$ cat src/hw/hbw_defs.vh
// Constants for the half-bridge waveform generator: register map, fields,
// counter loads and default timer lengths in controller clock cycles.
// Assumes a 200 MHz controller clock and a 32-bit AXI4-Lite register bus.
`ifndef HBW_DEFS_VH
`define HBW_DEFS_VH

// ****************************************************************
// Register byte offsets
// ****************************************************************
`define HBW_CTRL_OFS        8'h00
`define HBW_STATUS_OFS      8'h04
`define HBW_CYCLES_OFS      8'h08

// ****************************************************************
// Register fields
// ****************************************************************
`define HBW_CTRL_MATCH_BIT  0
`define HBW_CTRL_RST_VAL    1'h0
`define HBW_ST_STATE_LSB    0
`define HBW_ST_OUT_LSB      3
`define HBW_ST_START_LSB    8
`define HBW_ST_BURST_LSB    12
`define HBW_ST_OCP_LSB      16
`define HBW_ST_OVP_LSB      20

// ****************************************************************
// Counter loads
// ****************************************************************
`define HBW_STARTUP_LOAD    4'hf
`define HBW_BURST_LOAD      4'hf
`define HBW_OCP_LOAD        4'h4
`define HBW_OVP_LOAD        4'h4

// ****************************************************************
// Default timer lengths, controller clock cycles
// ****************************************************************
`define HBW_IDLE_MIN_CYC    200
`define HBW_WAKE_CYC        400
`define HBW_ON_MIN_CYC      40
`define HBW_ON_MAX_CYC      4000
`define HBW_DT_MAX_CYC      200
`define HBW_DT_START_CYC    100

// ****************************************************************
// Synchronised input bit positions
// ****************************************************************
`define HBW_IN_FB           0
`define HBW_IN_LTH          1
`define HBW_IN_HTH          2
`define HBW_IN_CM           3
`define HBW_IN_RSLEW        4
`define HBW_IN_FSLEW        5
`define HBW_IN_POL          6
`define HBW_IN_OCP          7
`define HBW_IN_OVP          8
`define HBW_IN_ZCS          9
`define HBW_IN_NUM          10

`endif

$ cat src/hw/hbw_wavegen.v
// Half-bridge waveform generator: six-state gate sequencer with an AXI4-Lite
// register slave. Assumes the analog comparators arrive asynchronously on pins,
// while the generator enable and the matched dead-time result come from logic
// on the same clock.
//
// Our own choices: the address map and the AXI4-Lite interface to the registers.
`timescale 1ns/1ps
`include "hbw_defs.vh"

module hbw_wavegen #(
  parameter IDLE_MIN_CYC = `HBW_IDLE_MIN_CYC,
  parameter WAKE_CYC     = `HBW_WAKE_CYC,
  parameter ON_MIN_CYC   = `HBW_ON_MIN_CYC,
  parameter ON_MAX_CYC   = `HBW_ON_MAX_CYC,
  parameter DT_MAX_CYC   = `HBW_DT_MAX_CYC,
  parameter DT_START_CYC = `HBW_DT_START_CYC
) (
  input  wire        clk_i,
  input  wire        arst_n_i,
  // Power stage and fault logic
  input  wire        generator_enable_i,
  input  wire        feedback_below_burst_threshold_i,
  input  wire        cap_volt_below_low_thr_i,
  input  wire        cap_volt_above_high_thr_i,
  input  wire        cap_volt_above_common_mode_i,
  input  wire        rise_slew_complete_i,
  input  wire        fall_slew_complete_i,
  input  wire        current_sign_i,
  input  wire        overcurrent_level_one_i,
  input  wire        bias_overvoltage_i,
  input  wire        zero_current_detect_i,
  input  wire        matched_dead_time_elapsed_i,
  output reg         high_gate_cmd_o,
  output reg         low_gate_cmd_o,
  output reg         high_ramp_enable_o,
  output reg         low_ramp_enable_o,
  output reg         zero_current_flag_o,
  // AXI4-Lite slave
  input  wire [7:0]  s_axi_awaddr_i,
  input  wire        s_axi_awvalid_i,
  output wire        s_axi_awready_o,
  input  wire [31:0] s_axi_wdata_i,
  input  wire [3:0]  s_axi_wstrb_i,
  input  wire        s_axi_wvalid_i,
  output wire        s_axi_wready_o,
  output reg  [1:0]  s_axi_bresp_o,
  output reg         s_axi_bvalid_o,
  input  wire        s_axi_bready_i,
  input  wire [7:0]  s_axi_araddr_i,
  input  wire        s_axi_arvalid_i,
  output wire        s_axi_arready_o,
  output reg  [31:0] s_axi_rdata_o,
  output reg  [1:0]  s_axi_rresp_o,
  output reg         s_axi_rvalid_o,
  input  wire        s_axi_rready_i
);

  // ****************************************************************
  // States and timer thresholds
  // ****************************************************************
  localparam [2:0] ST_IDLE    = 3'h0;
  localparam [2:0] ST_WAKE    = 3'h1;
  localparam [2:0] ST_LOW_ON  = 3'h2;
  localparam [2:0] ST_DEAD_LH = 3'h3;
  localparam [2:0] ST_HIGH_ON = 3'h4;
  localparam [2:0] ST_DEAD_HL = 3'h5;

  // Timer "done" once the state has lasted the given number of cycles
  localparam [15:0] IDLE_MIN_M1 = IDLE_MIN_CYC[15:0] - 16'h0001;
  localparam [15:0] WAKE_M1     = WAKE_CYC[15:0] - 16'h0001;
  localparam [15:0] ON_MIN_M1   = ON_MIN_CYC[15:0] - 16'h0001;
  localparam [15:0] ON_MAX_M1   = ON_MAX_CYC[15:0] - 16'h0001;
  localparam [15:0] DT_MAX_M1   = DT_MAX_CYC[15:0] - 16'h0001;
  localparam [15:0] DT_START_M1 = DT_START_CYC[15:0] - 16'h0001;
  localparam [15:0] CNT_MAX     = 16'hffff;
  localparam        NI          = `HBW_IN_NUM;

  // ****************************************************************
  // Pin synchroniser with agreement filter
  // ****************************************************************
  reg  [NI-1:0] sync1_r;
  reg  [NI-1:0] sync2_r;
  reg  [NI-1:0] sync3_r;
  reg  [NI-1:0] flt_r;
  wire [NI-1:0] flt_nxt;
  wire [NI-1:0] differ;

  // Packed from bit 9 down to bit 0, in the order of the input position constants
  wire [NI-1:0] pins_raw = {zero_current_detect_i, bias_overvoltage_i, overcurrent_level_one_i,
                            current_sign_i, fall_slew_complete_i, rise_slew_complete_i,
                            cap_volt_above_common_mode_i, cap_volt_above_high_thr_i,
                            cap_volt_below_low_thr_i, feedback_below_burst_threshold_i};

  // A bit moves only when the second and third stages agree
  assign differ  = sync2_r ^ sync3_r;
  assign flt_nxt = (sync3_r & ~differ) | (flt_r & differ);

  always @(posedge clk_i or negedge arst_n_i) begin
    if (!arst_n_i) begin
      sync1_r <= {NI{1'b0}};
      sync2_r <= {NI{1'b0}};
      sync3_r <= {NI{1'b0}};
      flt_r   <= {NI{1'b0}};
    end else begin
      sync1_r <= pins_raw;
      sync2_r <= sync1_r;
      sync3_r <= sync2_r;
      flt_r   <= flt_nxt;
    end
  end

  wire fb_below  = flt_r[`HBW_IN_FB];
  wire vcr_low   = flt_r[`HBW_IN_LTH];
  wire vcr_high  = flt_r[`HBW_IN_HTH];
  wire vcr_cm    = flt_r[`HBW_IN_CM];
  wire rise_slew = flt_r[`HBW_IN_RSLEW];
  wire fall_slew = flt_r[`HBW_IN_FSLEW];
  wire ocp_now   = flt_r[`HBW_IN_OCP];
  wire ovp_now   = flt_r[`HBW_IN_OVP];
  wire zcs_now   = flt_r[`HBW_IN_ZCS];

  // ****************************************************************
  // Control, state and counter registers
  // ****************************************************************
  reg         match_en_r;
  reg  [2:0]  state_r;
  reg  [2:0]  state_nxt;
  reg  [15:0] cnt_r;
  reg  [3:0]  startup_r;
  reg  [3:0]  burst_r;
  reg  [3:0]  ocp_r;
  reg  [3:0]  ovp_r;
  reg  [15:0] cycles_r;
  reg         ocp_seen_r;
  reg         ovp_seen_r;
  reg         en_d_r;
  reg         rise_pend_r;
  reg         pol_d_r;

  // ****************************************************************
  // Event detection and timers
  // ****************************************************************
  wire en             = generator_enable_i;
  wire en_rise        = en & ~en_d_r;
  wire current_sign_fall_seen = pol_d_r & ~flt_r[`HBW_IN_POL];
  wire idle_min_done  = cnt_r >= IDLE_MIN_M1;
  wire wake_done      = cnt_r >= WAKE_M1;
  wire on_min_done    = cnt_r >= ON_MIN_M1;
  wire on_max_done    = cnt_r >= ON_MAX_M1;
  wire dead_time_max_done      = cnt_r >= DT_MAX_M1;
  wire startup_dead_clamp_done = cnt_r >= DT_START_M1;
  wire startup_count_done      = startup_r == 4'h0;
  wire burst_count_done        = burst_r == 4'h0;
  wire ocp_done       = ocp_r == 4'h0;
  wire ovp_done       = ovp_r == 4'h0;

  // Startup clamp only helps while the startup counter is still running
  wire clamp_exit = ~startup_count_done & startup_dead_clamp_done;
  wire ls_exit    = (vcr_low | on_max_done) & on_min_done;
  wire hs_exit    = (vcr_high | on_max_done) & on_min_done;
  wire rise_ok    = match_en_r ? (rise_slew & matched_dead_time_elapsed_i)
                               : rise_slew;
  wire lh_dead_exit = clamp_exit | dead_time_max_done | rise_ok
                  | current_sign_fall_seen;
  wire hl_dead_exit = clamp_exit | dead_time_max_done | fall_slew
                  | current_sign_fall_seen;
  wire burst_off  = burst_count_done & vcr_cm & fb_below & on_min_done;

  // ****************************************************************
  // Next state
  // ****************************************************************
  always @* begin
    state_nxt = state_r;
    case (state_r)
      ST_IDLE: if (en && !fb_below && idle_min_done)
          state_nxt = ST_WAKE;
      ST_WAKE: if (!en)
          state_nxt = ST_IDLE;
        else if (wake_done)
          state_nxt = ST_LOW_ON;
      ST_LOW_ON: if (!en || (ls_exit && (ocp_done || ovp_done)))
          state_nxt = ST_IDLE;
        else if (ls_exit)
          state_nxt = ST_DEAD_LH;
      ST_DEAD_LH: if (!en)
          state_nxt = ST_IDLE;
        else if (lh_dead_exit)
          state_nxt = ST_HIGH_ON;
      ST_HIGH_ON: if (!en || burst_off)
          state_nxt = ST_IDLE;
        else if (hs_exit)
          state_nxt = ST_DEAD_HL;
      ST_DEAD_HL: if (!en)
          state_nxt = ST_IDLE;
        else if (hl_dead_exit)
          state_nxt = ST_LOW_ON;
      default: state_nxt = ST_IDLE;
    endcase
  end

  wire idle_entry = (state_nxt == ST_IDLE) && (state_r != ST_IDLE);
  // One switching cycle closes when high-to-low dead time hands back to low side
  wire cycle_end  = (state_r == ST_DEAD_HL) && (state_nxt == ST_LOW_ON);
  wire st_change  = state_nxt != state_r;

  // ****************************************************************
  // State, state timer and cycle counters
  // ****************************************************************
  always @(posedge clk_i or negedge arst_n_i) begin
    if (!arst_n_i) begin
      state_r     <= ST_IDLE;
      cnt_r       <= 16'h0000;
      startup_r   <= 4'h0;
      burst_r     <= `HBW_BURST_LOAD;
      ocp_r       <= `HBW_OCP_LOAD;
      ovp_r       <= `HBW_OVP_LOAD;
      cycles_r    <= 16'h0000;
      ocp_seen_r  <= 1'b0;
      ovp_seen_r  <= 1'b0;
      en_d_r      <= 1'b0;
      rise_pend_r <= 1'b0;
      pol_d_r     <= 1'b0;
    end else begin
      state_r <= state_nxt;
      en_d_r  <= en;
      pol_d_r <= flt_r[`HBW_IN_POL];
      // Timer restarts on every state change, so each state times itself
      if (st_change)
        cnt_r <= 16'h0000;
      else if (cnt_r != CNT_MAX)
        cnt_r <= cnt_r + 16'h0001;
      // A rise arriving while the load happens stays pending
      if (state_r == ST_IDLE && rise_pend_r) begin
        startup_r   <= `HBW_STARTUP_LOAD;
        rise_pend_r <= en_rise;
      end else begin
        rise_pend_r <= rise_pend_r | en_rise;
        if (cycle_end && !startup_count_done)
          startup_r <= startup_r - 4'h1;
      end
      if (idle_entry) begin
        burst_r    <= `HBW_BURST_LOAD;
        ocp_r      <= `HBW_OCP_LOAD;
        ovp_r      <= `HBW_OVP_LOAD;
        cycles_r   <= 16'h0000;
        ocp_seen_r <= 1'b0;
        ovp_seen_r <= 1'b0;
      end else if (cycle_end) begin
        if (!burst_count_done)
          burst_r <= burst_r - 4'h1;
        if ((ocp_seen_r || ocp_now) && !ocp_done)
          ocp_r <= ocp_r - 4'h1;
        if ((ovp_seen_r || ovp_now) && !ovp_done)
          ovp_r <= ovp_r - 4'h1;
        cycles_r   <= cycles_r + 16'h0001;
        ocp_seen_r <= 1'b0;
        ovp_seen_r <= 1'b0;
      end else begin
        ocp_seen_r <= ocp_seen_r | ocp_now;
        ovp_seen_r <= ovp_seen_r | ovp_now;
      end
    end
  end

  // ****************************************************************
  // Gate, ramp and zero-current outputs
  // ****************************************************************
  // Decoded from the next state so the registered outputs line up with state_r
  always @(posedge clk_i or negedge arst_n_i) begin
    if (!arst_n_i) begin
      high_gate_cmd_o     <= 1'b0;
      low_gate_cmd_o      <= 1'b0;
      high_ramp_enable_o  <= 1'b0;
      low_ramp_enable_o   <= 1'b0;
      zero_current_flag_o <= 1'b0;
    end else begin
      low_gate_cmd_o      <= state_nxt == ST_LOW_ON;
      high_gate_cmd_o     <= state_nxt == ST_HIGH_ON;
      low_ramp_enable_o   <= (state_nxt == ST_LOW_ON) || (state_nxt == ST_DEAD_HL);
      high_ramp_enable_o  <= (state_nxt == ST_HIGH_ON) || (state_nxt == ST_DEAD_LH);
      // Idle and wake-up force the flag low
      zero_current_flag_o <= zcs_now && (state_nxt != ST_IDLE)
                          && (state_nxt != ST_WAKE);
    end
  end

  // ****************************************************************
  // AXI4-Lite slave
  // ****************************************************************
  reg         aw_held_r;
  reg         w_held_r;
  reg  [7:0]  awaddr_r;
  reg  [31:0] wdata_r;
  reg  [3:0]  wstrb_r;
  reg  [31:0] rd_word;
  reg         rd_hit;

  // Each channel is taken once and held until the response has gone
  assign s_axi_awready_o = ~aw_held_r & ~s_axi_bvalid_o;
  assign s_axi_wready_o  = ~w_held_r & ~s_axi_bvalid_o;
  assign s_axi_arready_o = ~s_axi_rvalid_o;

  wire aw_take = s_axi_awvalid_i & s_axi_awready_o;
  wire w_take  = s_axi_wvalid_i & s_axi_wready_o;
  wire aw_have = aw_held_r | aw_take;
  wire w_have  = w_held_r | w_take;
  wire [7:0]  wr_addr = aw_held_r ? awaddr_r : s_axi_awaddr_i;
  wire [31:0] wr_data = w_held_r ? wdata_r : s_axi_wdata_i;
  wire [3:0]  wr_strb = w_held_r ? wstrb_r : s_axi_wstrb_i;
  wire        wr_go   = aw_have & w_have & ~s_axi_bvalid_o;
  wire        wr_hit  = (wr_addr == `HBW_CTRL_OFS) || (wr_addr == `HBW_STATUS_OFS)
                      || (wr_addr == `HBW_CYCLES_OFS);

  always @* begin
    rd_word = 32'h0000_0000;
    rd_hit  = 1'b1;
    case (s_axi_araddr_i)
      `HBW_CTRL_OFS:   rd_word[`HBW_CTRL_MATCH_BIT] = match_en_r;
      `HBW_STATUS_OFS: begin
        rd_word[`HBW_ST_STATE_LSB +: 3] = state_r;
        rd_word[`HBW_ST_OUT_LSB +: 5]   = {zero_current_flag_o, low_ramp_enable_o,
                                           high_ramp_enable_o, low_gate_cmd_o, high_gate_cmd_o};
        rd_word[`HBW_ST_START_LSB +: 4] = startup_r;
        rd_word[`HBW_ST_BURST_LSB +: 4] = burst_r;
        rd_word[`HBW_ST_OCP_LSB +: 4]   = ocp_r;
        rd_word[`HBW_ST_OVP_LSB +: 4]   = ovp_r;
      end
      `HBW_CYCLES_OFS: rd_word[15:0] = cycles_r;
      default:         rd_hit = 1'b0;
    endcase
  end

  always @(posedge clk_i or negedge arst_n_i) begin
    if (!arst_n_i) begin
      aw_held_r      <= 1'b0;
      w_held_r       <= 1'b0;
      awaddr_r       <= 8'h00;
      wdata_r        <= 32'h0000_0000;
      wstrb_r        <= 4'h0;
      s_axi_bvalid_o <= 1'b0;
      s_axi_bresp_o  <= 2'h0;
      s_axi_rvalid_o <= 1'b0;
      s_axi_rresp_o  <= 2'h0;
      s_axi_rdata_o  <= 32'h0000_0000;
      match_en_r     <= `HBW_CTRL_RST_VAL;
    end else begin
      if (aw_take)
        awaddr_r <= s_axi_awaddr_i;
      if (w_take) begin
        wdata_r <= s_axi_wdata_i;
        wstrb_r <= s_axi_wstrb_i;
      end
      if (wr_go) begin
        aw_held_r      <= 1'b0;
        w_held_r       <= 1'b0;
        s_axi_bvalid_o <= 1'b1;
        // Unmapped offsets answer SLVERR; status and cycle words are read-only
        s_axi_bresp_o  <= wr_hit ? 2'h0 : 2'h2;
        if (wr_addr == `HBW_CTRL_OFS && wr_strb[0])
          match_en_r <= wr_data[`HBW_CTRL_MATCH_BIT];
      end else begin
        aw_held_r <= aw_have;
        w_held_r  <= w_have;
        if (s_axi_bvalid_o && s_axi_bready_i)
          s_axi_bvalid_o <= 1'b0;
      end
      if (s_axi_arvalid_i && s_axi_arready_o) begin
        s_axi_rvalid_o <= 1'b1;
        s_axi_rdata_o  <= rd_word;
        s_axi_rresp_o  <= rd_hit ? 2'h0 : 2'h2;
      end else if (s_axi_rvalid_o && s_axi_rready_i) begin
        s_axi_rvalid_o <= 1'b0;
      end
    end
  end

endmodule // hbw_wavegen

$ cat config.mk
export PLATFORM = sky130hd
export DESIGN_NAME = hbw_wavegen
export DESIGN_NICKNAME = d
export VERILOG_FILES = /design/src/hw/hbw_wavegen.v
export VERILOG_INCLUDE_DIRS = /design/src /design/src/hw
export SDC_FILE = /design/constraint.sdc
export NUM_CORES = 1
export LEC_CHECK = 0
export CAP_MARGIN = 20
export CELL_PAD_IN_SITES_DETAIL_PLACEMENT = 0
export CELL_PAD_IN_SITES_GLOBAL_PLACEMENT = 2
export CORE_MARGIN = 4
export CORE_UTILIZATION = 30
export CTS_CLUSTER_SIZE = 20
export DETAILED_ROUTE_END_ITERATION = 8
export DONT_BUFFER_PORTS = 1
export PLACE_DENSITY = 0.67
export SYNTH_ARGS = -nofsm -noshare
export SYNTH_HDL_FRONTEND = slang
export SYNTH_SLANG_ARGS = --single-unit
$ cat constraint.sdc
create_clock -name clk_i -period 6.2 [get_ports clk_i]
set_input_delay 1.55 -clock clk_i [delete_from_list [all_inputs] [get_ports clk_i]]
set_output_delay 1.55 -clock clk_i [all_outputs]
set_load 0.05 [all_outputs]
==> impl_metrics.toml <==
[outcome]
status = "finished, final reports clean"

[synth]
yosysWarnings = 0
ys_ff_latch = 142
yosys.cell_types.count = 64
synthCells = 601
synth_enable_flop_cells = 0
synthFlopType = "dfrtp_1"
async_reset_ff_share_pct = 100
yosysSeqAreaShare_pct = 54.9
synth_area_mm2 = 0.00648
avgSynthCellArea_um2 = 10.8

[power_and_ir_drop]
vdd_ir_drop_max_mv = 0.238
leakagePower_nw = 3.01
combPwrFrac_pct = 16.4
p_total_mw = 2.71
power_switching_mw = 0.852
sw_frac_of_total_pct = 31.5
p_int_mw = 1.86
seqPwrFrac_pct = 44.1
powerDensity_mw_per_mm2 = 371
power.share.clock_pct = 39.5

[timing]
setup_tns_ns = 0
finalCritPeriodShare_pct = 54.2
slew_headroom_pct = 28.9
worst_slew_pin_slew_ns = 1.07
min_period_ns = 3.36
rsz0062_at_grt = "false"
max_freq_mhz = 298
hold_violations = 0
setup_viol = 0
finClkSkew_ns = 0.0115
slew_violations = 0

[worst_hold_path]
min_path_type = "reg -> reg"

[cts]
cts_setup_buffers = 0
numCtsBuffers = 17
cts_tree = "built"
cts_root_buf = "clkbuf_16"
cts_sinks = 142
path_clk_slew_ns = 0.06
hold_buffers = 0
insertion_delay_ns = 0.42
clockBufferDepth = 2
cts.repair.resized = 0
cts-htree-levels = 4

[setup_path]
crit_buf_inv = 0
endpoint = "s_axi_awready_o"
r2r-end = "ocp_r[1]"
rr_startpoint = "cnt_r[0]"
crit_fanout = 5
reg2reg_depth = 7
critPathKind = "reg -> out"
cp_data_required_time_ns = 4.65
path_delay_family = "simple AND/OR/NAND/NOR gates"
worstSetupEndpointType = "primary output"
worstPathArrival_ns = 1.81
slowest_delay_ns = 0.80
rrSetupSlack_ns = 3.01
cp-start-kind = "flop"
startpoint = "s_axi_bvalid_o"
crit_chain = "nor2_1"
cpMaxStageDelayCell = "nor2_1"
crit_cells = 1

[layout]
antenna_cells = 0
syn_to_final_growth_pct = 12.7
drive_gt1_share_pct = 13.2
nets = 672

[detailed_routing]
vias_per_cell = 4.90
wl_per_cell_um = 16.2
num_vias = 4311
drtPass1Iterations = 4
drt_iter0_markers = 220
wirelength_um = 14200
detail-route-antenna-nets = 0
drc_errors = 0

[placement]
dpl.hpwl_um = 9820
port_buffers = 0
gp_congestion = 0.861

[global_routing]
antenna_found_initial = 2
grt_usage_pct = 12.4
grt_pass1_vias = 4504
grt_pass1_wl_um = 24100
overflow = 0
grt_max_degree = 143

[floorplan]
rows = 53
initial_core_util_pct = 30.7
io_pins = 117
die_y_um = 155
core_area_mm2 = 0.0212
die_area_mm2 = 0.0240
die_w_um = 155

[job]
maxCapViolations = 0
==> synthesized netlist by cell type (6+ instances only) <==
library cell | instances | share of area (%)
dfrtp_1 | 136 | 52
nand2_1 | 61 | 3.5
o21ai_0 | 35 | 2.7
a21oi_1 | 31 | 2.4
nor2_1 | 31 | 1.8
xnor2_1 | 23 | 3.1
nor3_1 | 22 | 1.7
inv_1 | 18 | 1.0
a22oi_1 | 17 | 2.0
clkbuf_1 | 17 | 0.98
nand3_1 | 14 | 1.1
mux2_2 | 13 | 2.3
xor2_1 | 13 | 1.8
buf_2 | 11 | 0.85
nor3_2 | 11 | 1.7
buf_4 | 10 | 1.2
maj3_1 | 10 | 1.5
nor4_1 | 10 | 0.96
ha_1 | 9 | 1.7
nand4_1 | 7 | 0.68
a31oi_1 | 6 | 0.58
dfstp_2 | 6 | 2.4
nor3b_1 | 6 | 0.69
==> final cells by class <==
class / count / area (um^2)
Clock buffer: 21 / 470
Clock inverter: 11 / 155
Fill cell: 2106 / 13800
Inverter: 18 / 67.6
Multi-Input combinational cell: 410 / 2690
Sequential cell: 142 / 3560
Tap cell: 275 / 344
Timing Repair Buffer: 3 / 26.3
==> registers in the layout, summed over array words and instances, names as in the netlist, 3 cells and up, named ones only <==
| signal | flops |
|---|---|
| cnt_r | 16 |
| sync1_r | 10 |
| awaddr_r | 8 |
| ovp_r | 4 |
| sync2_r | 10 |
| sync3_r | 10 |
| s_axi_rdata_o | 24 |
| startup_r | 4 |
| cycles_r | 16 |
| burst_r | 4 |
| ocp_r | 4 |
| state_r | 3 |
==> power by group through the flow <==
stage	clock [mW]	sequential (mW)	combinational [mW]
global route	1.14	1.21	0.498
global placement	0	1.21	0.438
finish	1.07	1.19	0.445
detailed placement	0	1.21	0.451
floorplan	0	1.15	0.415
CTS	1.11	1.20	0.453
==> cells in the final DEF (no fill, tap or decap), drive strengths merged, types with 3 or more instances in the layout <==
master and count:
nor2 31, and3 5, nor2b 5, nand2 61, nand4b 3, o22ai 5
a31oi 6, a21oi 32, xor2 13, o2111ai 3, o21ai 36, nor3b 6
clkbuf 21, nor3 33, dfstp 6, a22oi 17, nor4 15, a211oi 5
dfrtp 136, bufinv 3, nand3 14, maj3 10, o211ai 3, mux2i 5
and2 6, inv 20, buf 3, mux2 13, a221o 3, conb 10
clkinv 5, or3 3, xnor2 23, nand2b 3, ha 9, nand4 7
==> metrics by stage <==
stage	area (um^2)	util (%)	instances	worst slack [ns]	hold WS, ns
after global routing	7310	34.6	880	2.77	0.353
after global placement	6670	31.5	847	2.54	0.335
final	7310	34.6	880	2.84	0.348
after detailed placement	6670	31.5	847	2.54	0.335
after CTS	7300	34.5	879	2.80	0.350
after floorplan	6520	-	610	3.11	0.331
==> how the worst min path moves through the flow <==
stage	from	to	slack (ns)	cells after the start
6_report	sync1_r[5]	sync2_r[5]	0.35	0
5_1_grt	sync1_r[5]	sync2_r[5]	0.35	0
4_1_cts	sync1_r[5]	sync2_r[5]	0.35	0
3_5_place_dp	sync1_r[0]	sync2_r[0]	0.33	0
3_3_place_gp	sync1_r[2]	sync2_r[2]	0.34	0
2_1_floorplan	sync1_r[0]	sync2_r[0]	0.33	0
==> layer usage <==
| layer | track usage (%) | wire, um | up-vias | part of all wire, % |
|---|---|---|---|---|
| li1 | - | - | 2116 | - |
| met1 | 16.6 | 6700 | 2072 | 47 |
| met2 | 19.0 | 6500 | 101 | 46 |
| met3 | 4.03 | 825 | 18 | 5.8 |
| met4 | 3.99 | 182 | 4 | 1.3 |
| met5 | 0 | 26 | - | 0.18 |
==> kinds of logic after synthesis <==
family | Yosys count | share of synthesized area (%)
and+or+nand+nor | 200 | 16.9
DFF | 142 | 54.9
AOI/OAI and AO/OA | 127 | 12.6
buffers and inverters | 58 | 4.38
xor gates and xnor gates | 36 | 4.86
adders and majority gates | 19 | 3.28
muxes | 18 | 3.03
other | 1 | 0.0578
No activity file was read; power rests on OpenSTA's default activity.
